--- config.mk ---
export PLATFORM = sky130hd
export DESIGN_NAME = arss_sequencer
export DESIGN_NICKNAME = d
export VERILOG_FILES = /design/src/arss_pkg.sv /design/src/arss_sequencer.sv
export VERILOG_INCLUDE_DIRS = /design/src /design/src/src
export SDC_FILE = /design/constraint.sdc
export NUM_CORES = 1
export LEC_CHECK = 0
export BUFFER_PORTS_ARGS = -buffer_cell sky130_fd_sc_hd__buf_4
export CAP_MARGIN = 15
export CELL_PAD_IN_SITES_DETAIL_PLACEMENT = 0
export CELL_PAD_IN_SITES_GLOBAL_PLACEMENT = 1
export CORE_MARGIN = 1.5
export CORE_UTILIZATION = 43
export DETAILED_ROUTE_END_ITERATION = 16
export GPL_TIMING_DRIVEN = 0
export PLACE_DENSITY = 0.86
export SLEW_MARGIN = 5
export SYNTH_ARGS = -nofsm -noshare
export SYNTH_HDL_FRONTEND = slang
export SYNTH_SLANG_ARGS = --single-unit
--- constraint.sdc ---
create_clock -name clk_i -period 1.75 [get_ports clk_i]
set_input_delay 0.175 -clock clk_i [delete_from_list [all_inputs] [get_ports clk_i]]
set_output_delay 0.175 -clock clk_i [all_outputs]
set_load 0.005 [all_outputs]
--- src/arss_defines.svh ---
// Purpose: timing constants for the rail soft-start sequencer
// Assumes: 100 MHz system clock
// Notes:   one soft-start cycle is 2048 internal oscillator periods
`ifndef ARSS_DEFINES_SVH
`define ARSS_DEFINES_SVH

`define ARSS_CLK_PERIOD_NS     10
`define ARSS_OSC_PERIOD_NS     4000
`define ARSS_OSC_DIV           (`ARSS_OSC_PERIOD_NS / `ARSS_CLK_PERIOD_NS)
`define ARSS_OSC_PER_SS        2048
`define ARSS_SS_CYCLES         (`ARSS_OSC_DIV * `ARSS_OSC_PER_SS)
`define ARSS_RESET_SS_COUNT    3
`define ARSS_PGOOD_SS_COUNT    1
`define ARSS_CNT_W             20
`define ARSS_RAMP_W            8

`endif

--- src/arss_pkg.sv ---
// Purpose: types for the rail soft-start sequencer
// Assumes: nothing
// Notes:   state order follows the start sequence
package arss_pkg;

    typedef enum logic [3:0]
    {
        ARSS_OFF,
        ARSS_AMP_RESET,
        ARSS_START_MEM,
        ARSS_START_LOWER,
        ARSS_START_TERM,
        ARSS_START_VTT,
        ARSS_ACTIVE,
        ARSS_SUSPEND
    } arss_state_t;

endpackage

--- src/arss_sequencer.sv ---
// Purpose: sleep-state decode and rail start sequencing
// Assumes: rail status and supply reset inputs arrive asynchronously
// Notes:   analog loops, gate drive and fault counter live elsewhere
//
// Behaviour
// start only after both standby and 12V supply resets report good.
// stay off until both sleep requests high and 12V good.
// short error amplifier output to feedback for three soft-start cycles.
// one soft-start cycle is about 8.2ms, the unit for all intervals.
// after amp reset, start memory switcher and upper core together.
// both memory and upper core good, then start lower core.
// core rail good, then start cpu termination regulator.
// cpu termination good, then enable memory termination last.
// switcher reference clamped to a rising digital ramp.
// external linear regulators share a ramp of their own, not the switcher's; memory termination not.
// disabled memory termination shorts reference to output; enable releases.
// one cycle after termination enable, power-good released if cpu good.
// power-good low when cpu termination bad in active, else always low.
// switcher overcurrent trip restarts its soft-start cycle.
// switcher feedback watched for under and overvoltage.
// suspend low with off high keeps only memory rail, power-good low.
// resume reruns three-cycle reset and sequence, memory rail untouched; code waits the three cycles with amp_reset_o held low.
// active to off disables every regulator, power-good low.
// soft-start cycle counts 2048 internal oscillator periods.
// status inputs synchronised; steps advance only on them.
// standby supply reset deassertion returns to off; 12V deassertion too, except in suspend.
`timescale 1ns/1ps
`include "arss_defines.svh"

module arss_sequencer
    import arss_pkg::*;
(
    input  wire logic                    clk_i,
    input  wire logic                    nrst_i,
    input  wire logic                    en_i,
    input  wire logic                    suspend_request_n_i,
    input  wire logic                    soft_off_request_n_i,
    input  wire logic                    standby_por_ok_i,
    input  wire logic                    twelve_por_ok_i,
    input  wire logic                    switcher_good_i,
    input  wire logic                    upper_core_good_i,
    input  wire logic                    core_good_i,
    input  wire logic                    cpu_term_good_i,
    input  wire logic                    switcher_uv_i,
    input  wire logic                    switcher_ov_i,
    input  wire logic                    overcurrent_trip_i,
    output logic                         amp_reset_o,
    output logic                         switcher_en_o,
    output logic                         upper_core_en_o,
    output logic                         lower_core_en_o,
    output logic                         cpu_term_en_o,
    output logic                         mem_term_en_o,
    output logic                         mem_term_ref_short_o,
    output logic [`ARSS_RAMP_W-1:0]      switcher_ramp_o,
    output logic [`ARSS_RAMP_W-1:0]      linear_ramp_o,
    output logic                         switcher_uv_o,
    output logic                         switcher_ov_o,
    output logic                         pgood_oe_o,
    output logic                         pgood_out_o
);

    localparam int NSYNC = 11;

    ////////////////////////////////////////////////////////////////////////
    // input synchronisers

    logic [NSYNC-1:0] raw;
    logic [NSYNC-1:0] sync1;
    logic [NSYNC-1:0] sync2;

    assign raw = {suspend_request_n_i, soft_off_request_n_i,
                  standby_por_ok_i, twelve_por_ok_i, switcher_good_i,
                  upper_core_good_i, core_good_i, cpu_term_good_i,
                  switcher_uv_i, switcher_ov_i, overcurrent_trip_i};

    // two-stage sync
    always_ff @(posedge clk_i or negedge nrst_i)
    begin
        if (!nrst_i)
        begin
            sync1 <= '0;
            sync2 <= '0;
        end
        else if (en_i)
        begin
            sync1 <= raw;
            sync2 <= sync1;
        end
    end

    logic s3_n;
    logic s5_n;
    logic sby_ok;
    logic p12_ok;
    logic sw_good;
    logic up_good;
    logic co_good;
    logic ct_good;
    logic sw_uv;
    logic sw_ov;
    logic oc_trip;

    assign {s3_n, s5_n, sby_ok, p12_ok, sw_good, up_good, co_good,
            ct_good, sw_uv, sw_ov, oc_trip} = sync2;

    ////////////////////////////////////////////////////////////////////////
    // soft-start cycle timebase

    // cycle of 2048 periods
    function automatic logic cycle_end(input logic [`ARSS_CNT_W-1:0] c);
        cycle_end = (c == `ARSS_CNT_W'(`ARSS_SS_CYCLES - 1));
    endfunction

    arss_state_t                 state;
    arss_state_t                 next_state;
    logic [`ARSS_CNT_W-1:0]      tick;
    logic [`ARSS_CNT_W-1:0]      next_tick;
    logic [1:0]                  nss;
    logic [1:0]                  next_nss;
    logic                        sw_on;
    logic                        next_sw_on;
    logic [`ARSS_RAMP_W-1:0]     sw_ramp;
    logic [`ARSS_RAMP_W-1:0]     next_sw_ramp;
    logic [`ARSS_RAMP_W-1:0]     lin_ramp;
    logic [`ARSS_RAMP_W-1:0]     next_lin_ramp;
    logic                        pg;
    logic                        next_pg;
    logic                        pg_armed;
    logic                        next_pg_armed;
    logic                        supplies_ok;
    logic                        restart;

    // ramp step once per 2^(cnt_w-ramp_w) clocks, 200 steps per cycle, so full scale takes more than one cycle
    function automatic logic [`ARSS_RAMP_W-1:0] ramp_step(
        input logic [`ARSS_RAMP_W-1:0] r,
        input logic [`ARSS_CNT_W-1:0]  c);
        logic full;
        full = (r == {`ARSS_RAMP_W{1'b1}});
        if (!full && c[11:0] == 12'hfff)
            ramp_step = r + `ARSS_RAMP_W'(1);
        else
            ramp_step = r;
    endfunction

    ////////////////////////////////////////////////////////////////////////
    // sequencer next state

    always_comb
    begin
        // both supply resets gate start
        supplies_ok = sby_ok && p12_ok;
        restart = 1'b0;
        next_state = state;
        next_tick = cycle_end(tick) ? '0 : tick + `ARSS_CNT_W'(1);
        next_nss = nss;
        next_sw_on = sw_on;
        next_sw_ramp = sw_ramp;
        next_lin_ramp = ramp_step(lin_ramp, tick);
        next_pg = 1'b0;
        next_pg_armed = pg_armed;
        case (state)
            ARSS_OFF:
            begin
                next_sw_on = 1'b0;
                next_sw_ramp = '0;
                next_lin_ramp = '0;
                next_pg_armed = 1'b0;
                // wait for both requests and 12V
                if (supplies_ok && s3_n && s5_n)
                    restart = 1'b1;
            end
            ARSS_AMP_RESET:
            begin
                next_lin_ramp = '0;
                // three soft-start cycles of amp reset
                if (cycle_end(tick))
                begin
                    next_nss = nss + 2'(1);
                    if (nss == 2'(`ARSS_RESET_SS_COUNT - 1))
                    begin
                        // switcher and upper core together
                        next_state = ARSS_START_MEM;
                        next_sw_on = 1'b1;
                    end
                end
            end
            // lower core after both good
            ARSS_START_MEM:
                if (sw_good && up_good)
                begin
                    next_state = ARSS_START_LOWER;
                    next_lin_ramp = '0;
                end
            // cpu termination after core good
            ARSS_START_LOWER:
                if (co_good)
                begin
                    next_state = ARSS_START_TERM;
                    next_lin_ramp = '0;
                end
            ARSS_START_TERM:
                // memory termination last
                if (ct_good)
                begin
                    next_state = ARSS_START_VTT;
                    next_tick = '0;
                end
            ARSS_START_VTT:
                // comparator armed one cycle later
                if (cycle_end(tick))
                begin
                    next_state = ARSS_ACTIVE;
                    next_pg_armed = 1'b1;
                end
            ARSS_ACTIVE:
                // follows cpu termination status
                next_pg = ct_good;
            ARSS_SUSPEND:
            begin
                next_lin_ramp = '0;
                next_pg_armed = 1'b0;
                // resume keeps the memory rail running
                if (s3_n && p12_ok)
                    restart = 1'b1;
            end
            default:
                next_state = ARSS_OFF;
        endcase
        if (restart)
        begin
            next_state = ARSS_AMP_RESET;
            next_tick = '0;
            next_nss = '0;
        end
        // switcher ramp runs while enabled
        if (sw_on)
            next_sw_ramp = ramp_step(sw_ramp, tick);
        // overcurrent restarts switcher ramp
        if (sw_on && oc_trip)
            next_sw_ramp = '0;
        // suspend keeps only the memory rail
        if (state != ARSS_OFF && state != ARSS_SUSPEND && !s3_n && s5_n
            && supplies_ok)
        begin
            next_state = sw_on ? ARSS_SUSPEND : ARSS_OFF;
            next_pg = 1'b0;
            next_pg_armed = 1'b0;
        end
        // off request or supply loss
        if (!s5_n || !sby_ok || (!p12_ok && state != ARSS_SUSPEND))
        begin
            next_state = ARSS_OFF;
            next_sw_on = 1'b0;
            next_sw_ramp = '0;
            next_pg = 1'b0;
            next_pg_armed = 1'b0;
        end
    end

    always_ff @(posedge clk_i or negedge nrst_i)
    begin
        if (!nrst_i)
        begin
            state    <= ARSS_OFF;
            tick     <= '0;
            nss      <= '0;
            sw_on    <= 1'b0;
            sw_ramp  <= '0;
            lin_ramp <= '0;
            pg       <= 1'b0;
            pg_armed <= 1'b0;
        end
        else if (en_i)
        begin
            state    <= next_state;
            tick     <= next_tick;
            nss      <= next_nss;
            sw_on    <= next_sw_on;
            sw_ramp  <= next_sw_ramp;
            lin_ramp <= next_lin_ramp;
            pg       <= next_pg && pg_armed;
            pg_armed <= next_pg_armed;
        end
    end

    ////////////////////////////////////////////////////////////////////////
    // registered outputs

    logic in_seq;
    assign in_seq = (state == ARSS_START_LOWER || state == ARSS_START_TERM
                     || state == ARSS_START_VTT || state == ARSS_ACTIVE);

    always_ff @(posedge clk_i or negedge nrst_i)
    begin
        if (!nrst_i)
        begin
            amp_reset_o          <= 1'b0;
            switcher_en_o        <= 1'b0;
            upper_core_en_o      <= 1'b0;
            lower_core_en_o      <= 1'b0;
            cpu_term_en_o        <= 1'b0;
            mem_term_en_o        <= 1'b0;
            mem_term_ref_short_o <= 1'b1;
            switcher_ramp_o      <= '0;
            linear_ramp_o        <= '0;
            switcher_uv_o        <= 1'b0;
            switcher_ov_o        <= 1'b0;
            pgood_oe_o           <= 1'b1;
            pgood_out_o          <= 1'b0;
        end
        else if (en_i)
        begin
            // amp held only while memory rail not yet running
            amp_reset_o     <= (state == ARSS_AMP_RESET) && !sw_on;
            switcher_en_o   <= sw_on;
            upper_core_en_o <= (state == ARSS_START_MEM) || in_seq;
            lower_core_en_o <= in_seq;
            cpu_term_en_o   <= (state == ARSS_START_TERM)
                               || (state == ARSS_START_VTT)
                               || (state == ARSS_ACTIVE);
            // reference short released on enable
            mem_term_en_o        <= (state == ARSS_START_VTT)
                                    || (state == ARSS_ACTIVE);
            mem_term_ref_short_o <= !((state == ARSS_START_VTT)
                                      || (state == ARSS_ACTIVE));
            switcher_ramp_o <= sw_ramp;
            // shared ramp for external linears
            linear_ramp_o   <= lin_ramp;
            // feedback fault flags
            switcher_uv_o   <= sw_on && sw_uv;
            switcher_ov_o   <= sw_on && sw_ov;
            // open drain, low unless released
            pgood_oe_o      <= !pg;
            pgood_out_o     <= 1'b0;
        end
    end

endmodule

# Word-level counts from Yosys, hierarchy flattened
# Cells that the tools add are included.
# op_classes
bitwise	0
order_cmp	0
eq_ne	24
div	0
muxes	41
shifts	0
multipliers	0
n_addsub	4
reduce_logical	50
# ops
cell	n
two-way mux 20 bit	4
two-way mux 8 bit	8
two-way mux 4 bit	9
inequality test 5 bit (second input constant)	6
case mux 4 bit (6 select lines)	1
case mux 8 bit (3 select lines)	1
adder 20 x 1 -> 20 bit (second input constant)	1
equality test 20 bit (second input constant)	1
logical AND 1 bit	17
adder 8 x 1 -> 8 bit (second input constant)	2
equality test 4 x 3 -> 1 bit (second input constant)	4
equality test 8 bit (second input constant)	2
equality test 12 bit (second input constant)	1
nonzero test 4 bit	3
two-way mux 1 bit	11
zero test 1 bit	9
logical OR 1 bit	9
AND reduction 3 bit	3
equality test 4 x 2 -> 1 bit (second input constant)	2
inequality test 4 x 1 -> 1 bit (second input constant)	2
AND reduction 8 bit	1
two-way mux 2 bit	3
inequality test 3 bit (second input constant)	2
case mux 1 bit (2 select lines)	3
other kinds (12)	14
# word_totals
n_memories	0
rom_bits	0
register_bits	93
ram_bits	0
latchBits	0

# Depth between registers and ports, before layout
# depth
depth_word	8
mapped_depth	7
mapped_depth_nobuf	6

# Least setup slack after synthesis
# No wires, ideal clock.
# synth_path
path_kind	register to register
start	register tick[4]
end	register sw_ramp[7]
path_stages_with_launch	6
n_path_buf	1
t_arrival_ns	1.605
t_required_ns	1.624
slack_ns	0.019
setup_ns	0.126
synth_period_minus_slack_ns	1.731
cell_sequence	dfrtp_1 > nand4_4 > nor4_4 > buf_4 > nand4b_1 > o311a_1
# synth_between
elab_chain_cells	4
# synth_rtl
element	line_no	text
from (decl)	arss_sequencer.sv:116	logic [`ARSS_CNT_W-1:0] tick;
from (signal assigned)	arss_sequencer.sv:276	tick <= next_tick;
equality test 12 bit	arss_sequencer.sv:139	if (!full && c[11:0] == 12'hfff)
logical AND 1 bit	arss_sequencer.sv:139	
inequality test 4 x 1 -> 1 bit (no source line)	-	
AND reduction 3 bit (no source line)	-	
to (signal assigned)	arss_sequencer.sv:279	sw_ramp <= next_sw_ramp;
to (decl)	arss_sequencer.sv:122	logic [`ARSS_RAMP_W-1:0] sw_ramp;
# No other way between the ends.
# A chain may end at the register's enable or synchronous reset.

# Worst setup path after layout
# layout_path
start	register state[1]
end	register state[0]
# layout_between
elab_chain_cells	7
elab_cells_between_ends	30
# layout_rtl
element	line_no	text
from (decl)	arss_sequencer.sv:114	arss_state_t state;
from (signal assigned)	arss_sequencer.sv:275	state <= next_state;
parallel branches: the longest is 7 deep, another holds case mux 4 bit (6 select lines)	-	
# Several ways; the timed one is not identified.

==> results.md <==
* Status: finished with violations
* Failing checks: negative setup slack
* Slew Viols, Final at 0
* Seq pwr share at between 50 and 60%
* Leakage at between 2 and 3 nW
* Clk_skew at 3.97 ps
* CTS tree: built
* Post-synthesis average cell area at approximately 11 um^2
* Pwr dens at between 800 and 900 nW/um^2
* Data required, critical path at about 2000 ps
* Synth Area in Compound Gates at a little over a tenth
* Min-Delay Path Class: in2reg
* Fin crit period at about 1900 ps
* Most Used Layer, Global Route: met2
* Antenna viol nets, final at 0
* Post-route cell area at 5830 um^2
* Internal Power at 0.00353 W
* Ports at 41
* Layout Nets at about 520
* Sw Share at around a quarter
* Largest family of logic cells by synthesized area: simple AND/OR/NAND/NOR gates
* RSZ-0062 raised after global routing: yes
* EDFF count, synth at 0
* # diodes at 0
* Multiplexer share of the synthesized area at between 10 and 15%
* Starting DRT DRC Count at 264
* Final period util at 108%
* CTS root buf: clkbuf_8
* HPWL Detailed at slightly below 7000 um
* Crit Path Max Fanout at 6
* Die width at 106 um
* DP Area at 4990 um^2
* TritonCTS Sinks at approximately 90
* Clock power share at approximately 36%
* Switch Pwr at between 0.001 and 0.0015 W
* Kind of end point of the critical path: flip-flop
* Worst path arrival time at roughly 2200 ps
* Placer Congestion at around 0.86
* Netlist cell types at 64
* FP Rows at 37
* CTS max path bufs at 2
* Final std cells w/o fill at about 640
* GRT Total Usage at between 10% and 20%
* Share of cells above drive strength 1 at a little under two fifths
* Comb power frac at between 10% and 20%
* M1 GR Usage at between 20% and 30%
* CTS Buf Count at 9
* DRT Pass-1 Iters at 4
* FMAX at ~0.53 GHz
* Worst-path clk slew at around 90 ps
* Top cells by area, synth: dfrtp_1, mux2_2, nand3_1
* Largest net degree at the start of global routing at a little over 90
* Cell taking the most area after synthesis: dfrtp_1
* Ys async rst share at 100%
* Die Height at roughly 110 um
* Peak supply drop at approximately 530 uV
* Setup TNS at -1040 ps
* Slew of the pin with the lowest slew margin at slightly above 600 ps
* Routed WL per cell at around 17 um
* Syn-to-layout area delta at 28.5%
* Ys flop type: dfrtp_1
* Global-route wire length before repair at roughly 18000 um
* Initial Utilization at around 44%
* IO buf count at 38
* Cell with the most instances after synthesis: dfrtp_1
* Routed WL at between 10000 and 15000 um
* Vias at between 3000 and 4000
* Syn Inst Count at between 400 and 500
* Cell Area, Synth at 4540 um^2
* Met2 Use GR at 30.6%
* Synth Area in Simple Gates at between 10% and 20%
* Seq cells post-synth at just over 90
* Initial antenna violation count at 0
* Number of global-route vias before repair at 3422
* Final Hold Viols at 0
* Clk Latency, worst-skew pair at about 360 ps
* Total gr overflow at 0
* Setup ws final at -137 ps
* Grt met3 use at roughly 2.4%
* Post-Synth Adder-Cell Area at roughly 1.1%
* Fill cells at a little under 900
* Core ar. at 10300 um^2
* Worst setup SP type: flip-flop
* Syn_nets at between 400 and 500
* Total die area at 11200 um^2
* Setup violators final at 23
* Htree depth at 3
* Max Cap Violations at 0
* Yosys warns at 0
* Post-Place Cells at 590
* Commonest cells post-synth: dfrtp_1, mux2_2, nor2_1
* Xor-xnor portion of the synthesized cell area at under 10%
* Critical path class: reg2reg
* Remaining design rule violation count at 0
* Rel. slew slack at approximately three fifths
* Yosys top cell area share at 49.6%
* Vias per inst at approximately 5.5
* Sequential share of the synthesized area at 50.8%
## layout make-up
type	instances	area, um^2	share of cell area (%)
Buffer	20	144	2.47
Tap cell	136	170	2.92
Clock buffer	9	124	2.12
Sequential cell	92	2310	39.7
Inverter	15	56.3	0.965
Clock inverter	6	113	1.93
Timing Repair Buffer	77	626	10.7
Multi-Input combinational cell	288	2290	39.2
## state kept, by name, indices dropped and copies added (netlist names), 2 cells and up
signal and count:
lin_ramp 8, linear_ramp_o 8, nss 2, state 3, sw_ramp 8, switcher_ramp_o 8, sync1 11, sync2 11
tick 20
## per-stage QoR
| step | total power, W | hold slack (ps) | setup WS, ps | utilization [%] |
|---|---|---|---|---|
| 2_1_floorplan | 0.00270 | -121 | 19.1 | - |
| 3_3_place_gp | 0.00285 | 409 | -538 | 48.6 |
| 3_5_place_dp | 0.00287 | 414 | -595 | 48.6 |
| 4_1_cts | 0.00465 | 32.1 | -108 | 54.1 |
| 5_1_grt | 0.00495 | 39.9 | -173 | 56.8 |
| 6_report | 0.00475 | 44.5 | -137 | 56.8 |
## metal layers
metal / up-vias / part of all wire [%]
li1: 1672 / -
met1: 1771 / 46
met2: 82 / 48
met3: 13 / 4.5
met4: 0 / 1.4
met5: - / 0
## critical path: stages (launching register included)
cell	delay, ps
dfrtp_1	410
buf_6	150
buf_6	130
nor3_2	60
and2_1	170
o311ai_2	310
o31a_1	280
mux2i_1	290
## placed cells by master, fill, tap and decap left out, types with 3 or more instances in the layout
cell and instances:
dfrtp_1 82, buf_4 72, mux2_2 40, nor2_1 34, nand3_1 28, nand2_1 20
xor2_1 17, inv_1 15, nand4_1 9, and3_1 9, a21oi_1 9, clkbuf_8 9
buf_6 8, o21ai_0 8, xnor2_1 8, dfrtp_2 8, nor3_1 6, o211ai_1 5
clkbuf_1 4, o21ai_2 4, a31oi_1 4, and2_1 4, mux2i_1 4, clkbuf_2 3
buf_2 3, nor4_4 3, buf_1 3, o21a_1 3, o21ai_1 3, ha_1 3
bufinv_16 3
## power by group through the flow
| stage | logic [W] | clock network, W | registers (W) |
|---|---|---|---|
| after floorplan | 0.000302 | 0 | 0.00240 |
| after global placement | 0.000422 | 0 | 0.00242 |
| after detailed placement | 0.000434 | 0 | 0.00243 |
| after CTS | 0.000506 | 0.00173 | 0.00241 |
| after global routing | 0.000715 | 0.00183 | 0.00240 |
| final | 0.000645 | 0.00171 | 0.00239 |
## timing repair
item / in CTS / in global routing
buffers inserted: 18 / 17
gates resized for setup: 46 / 31
hold buffers: 0 / 1
pin swaps: 12 / 21
endpoints found under the setup margin: 42 / 51
endpoints found under the hold margin: 0 / 32
cloned: 1 / 1
## final timing paths
check	cells after the start	startpoint	slack, ps	endpoint
worst max-delay path	7	state[1]$_DFFE_PN0P_	-140	state[0]$_DFFE_PN0P_
min in group asynchronous	2	nrst_i	330	tick[1]$_DFFE_PN0P_
worst max register to register	7	state[1]$_DFFE_PN0P_	-140	state[0]$_DFFE_PN0P_
worst min register to register	1	nss[0]$_DFFE_PN0P_	490	nss[0]$_DFFE_PN0P_
worst min-delay path	2	cpu_term_good_i	40	sync1[3]$_DFFE_PN0P_
max in group asynchronous	3	nrst_i	750	sw_ramp[0]$_DFFE_PN0P_
## logic make-up after synthesis
kind of cell    after synthesis
compound gates               67
xor+xnor                     25
fa+ha+maj                     4
buf+inv                      36
flops                        92
mux                          44
other cells                   1
simple gates                147
(Power assumes the default switching activity.)
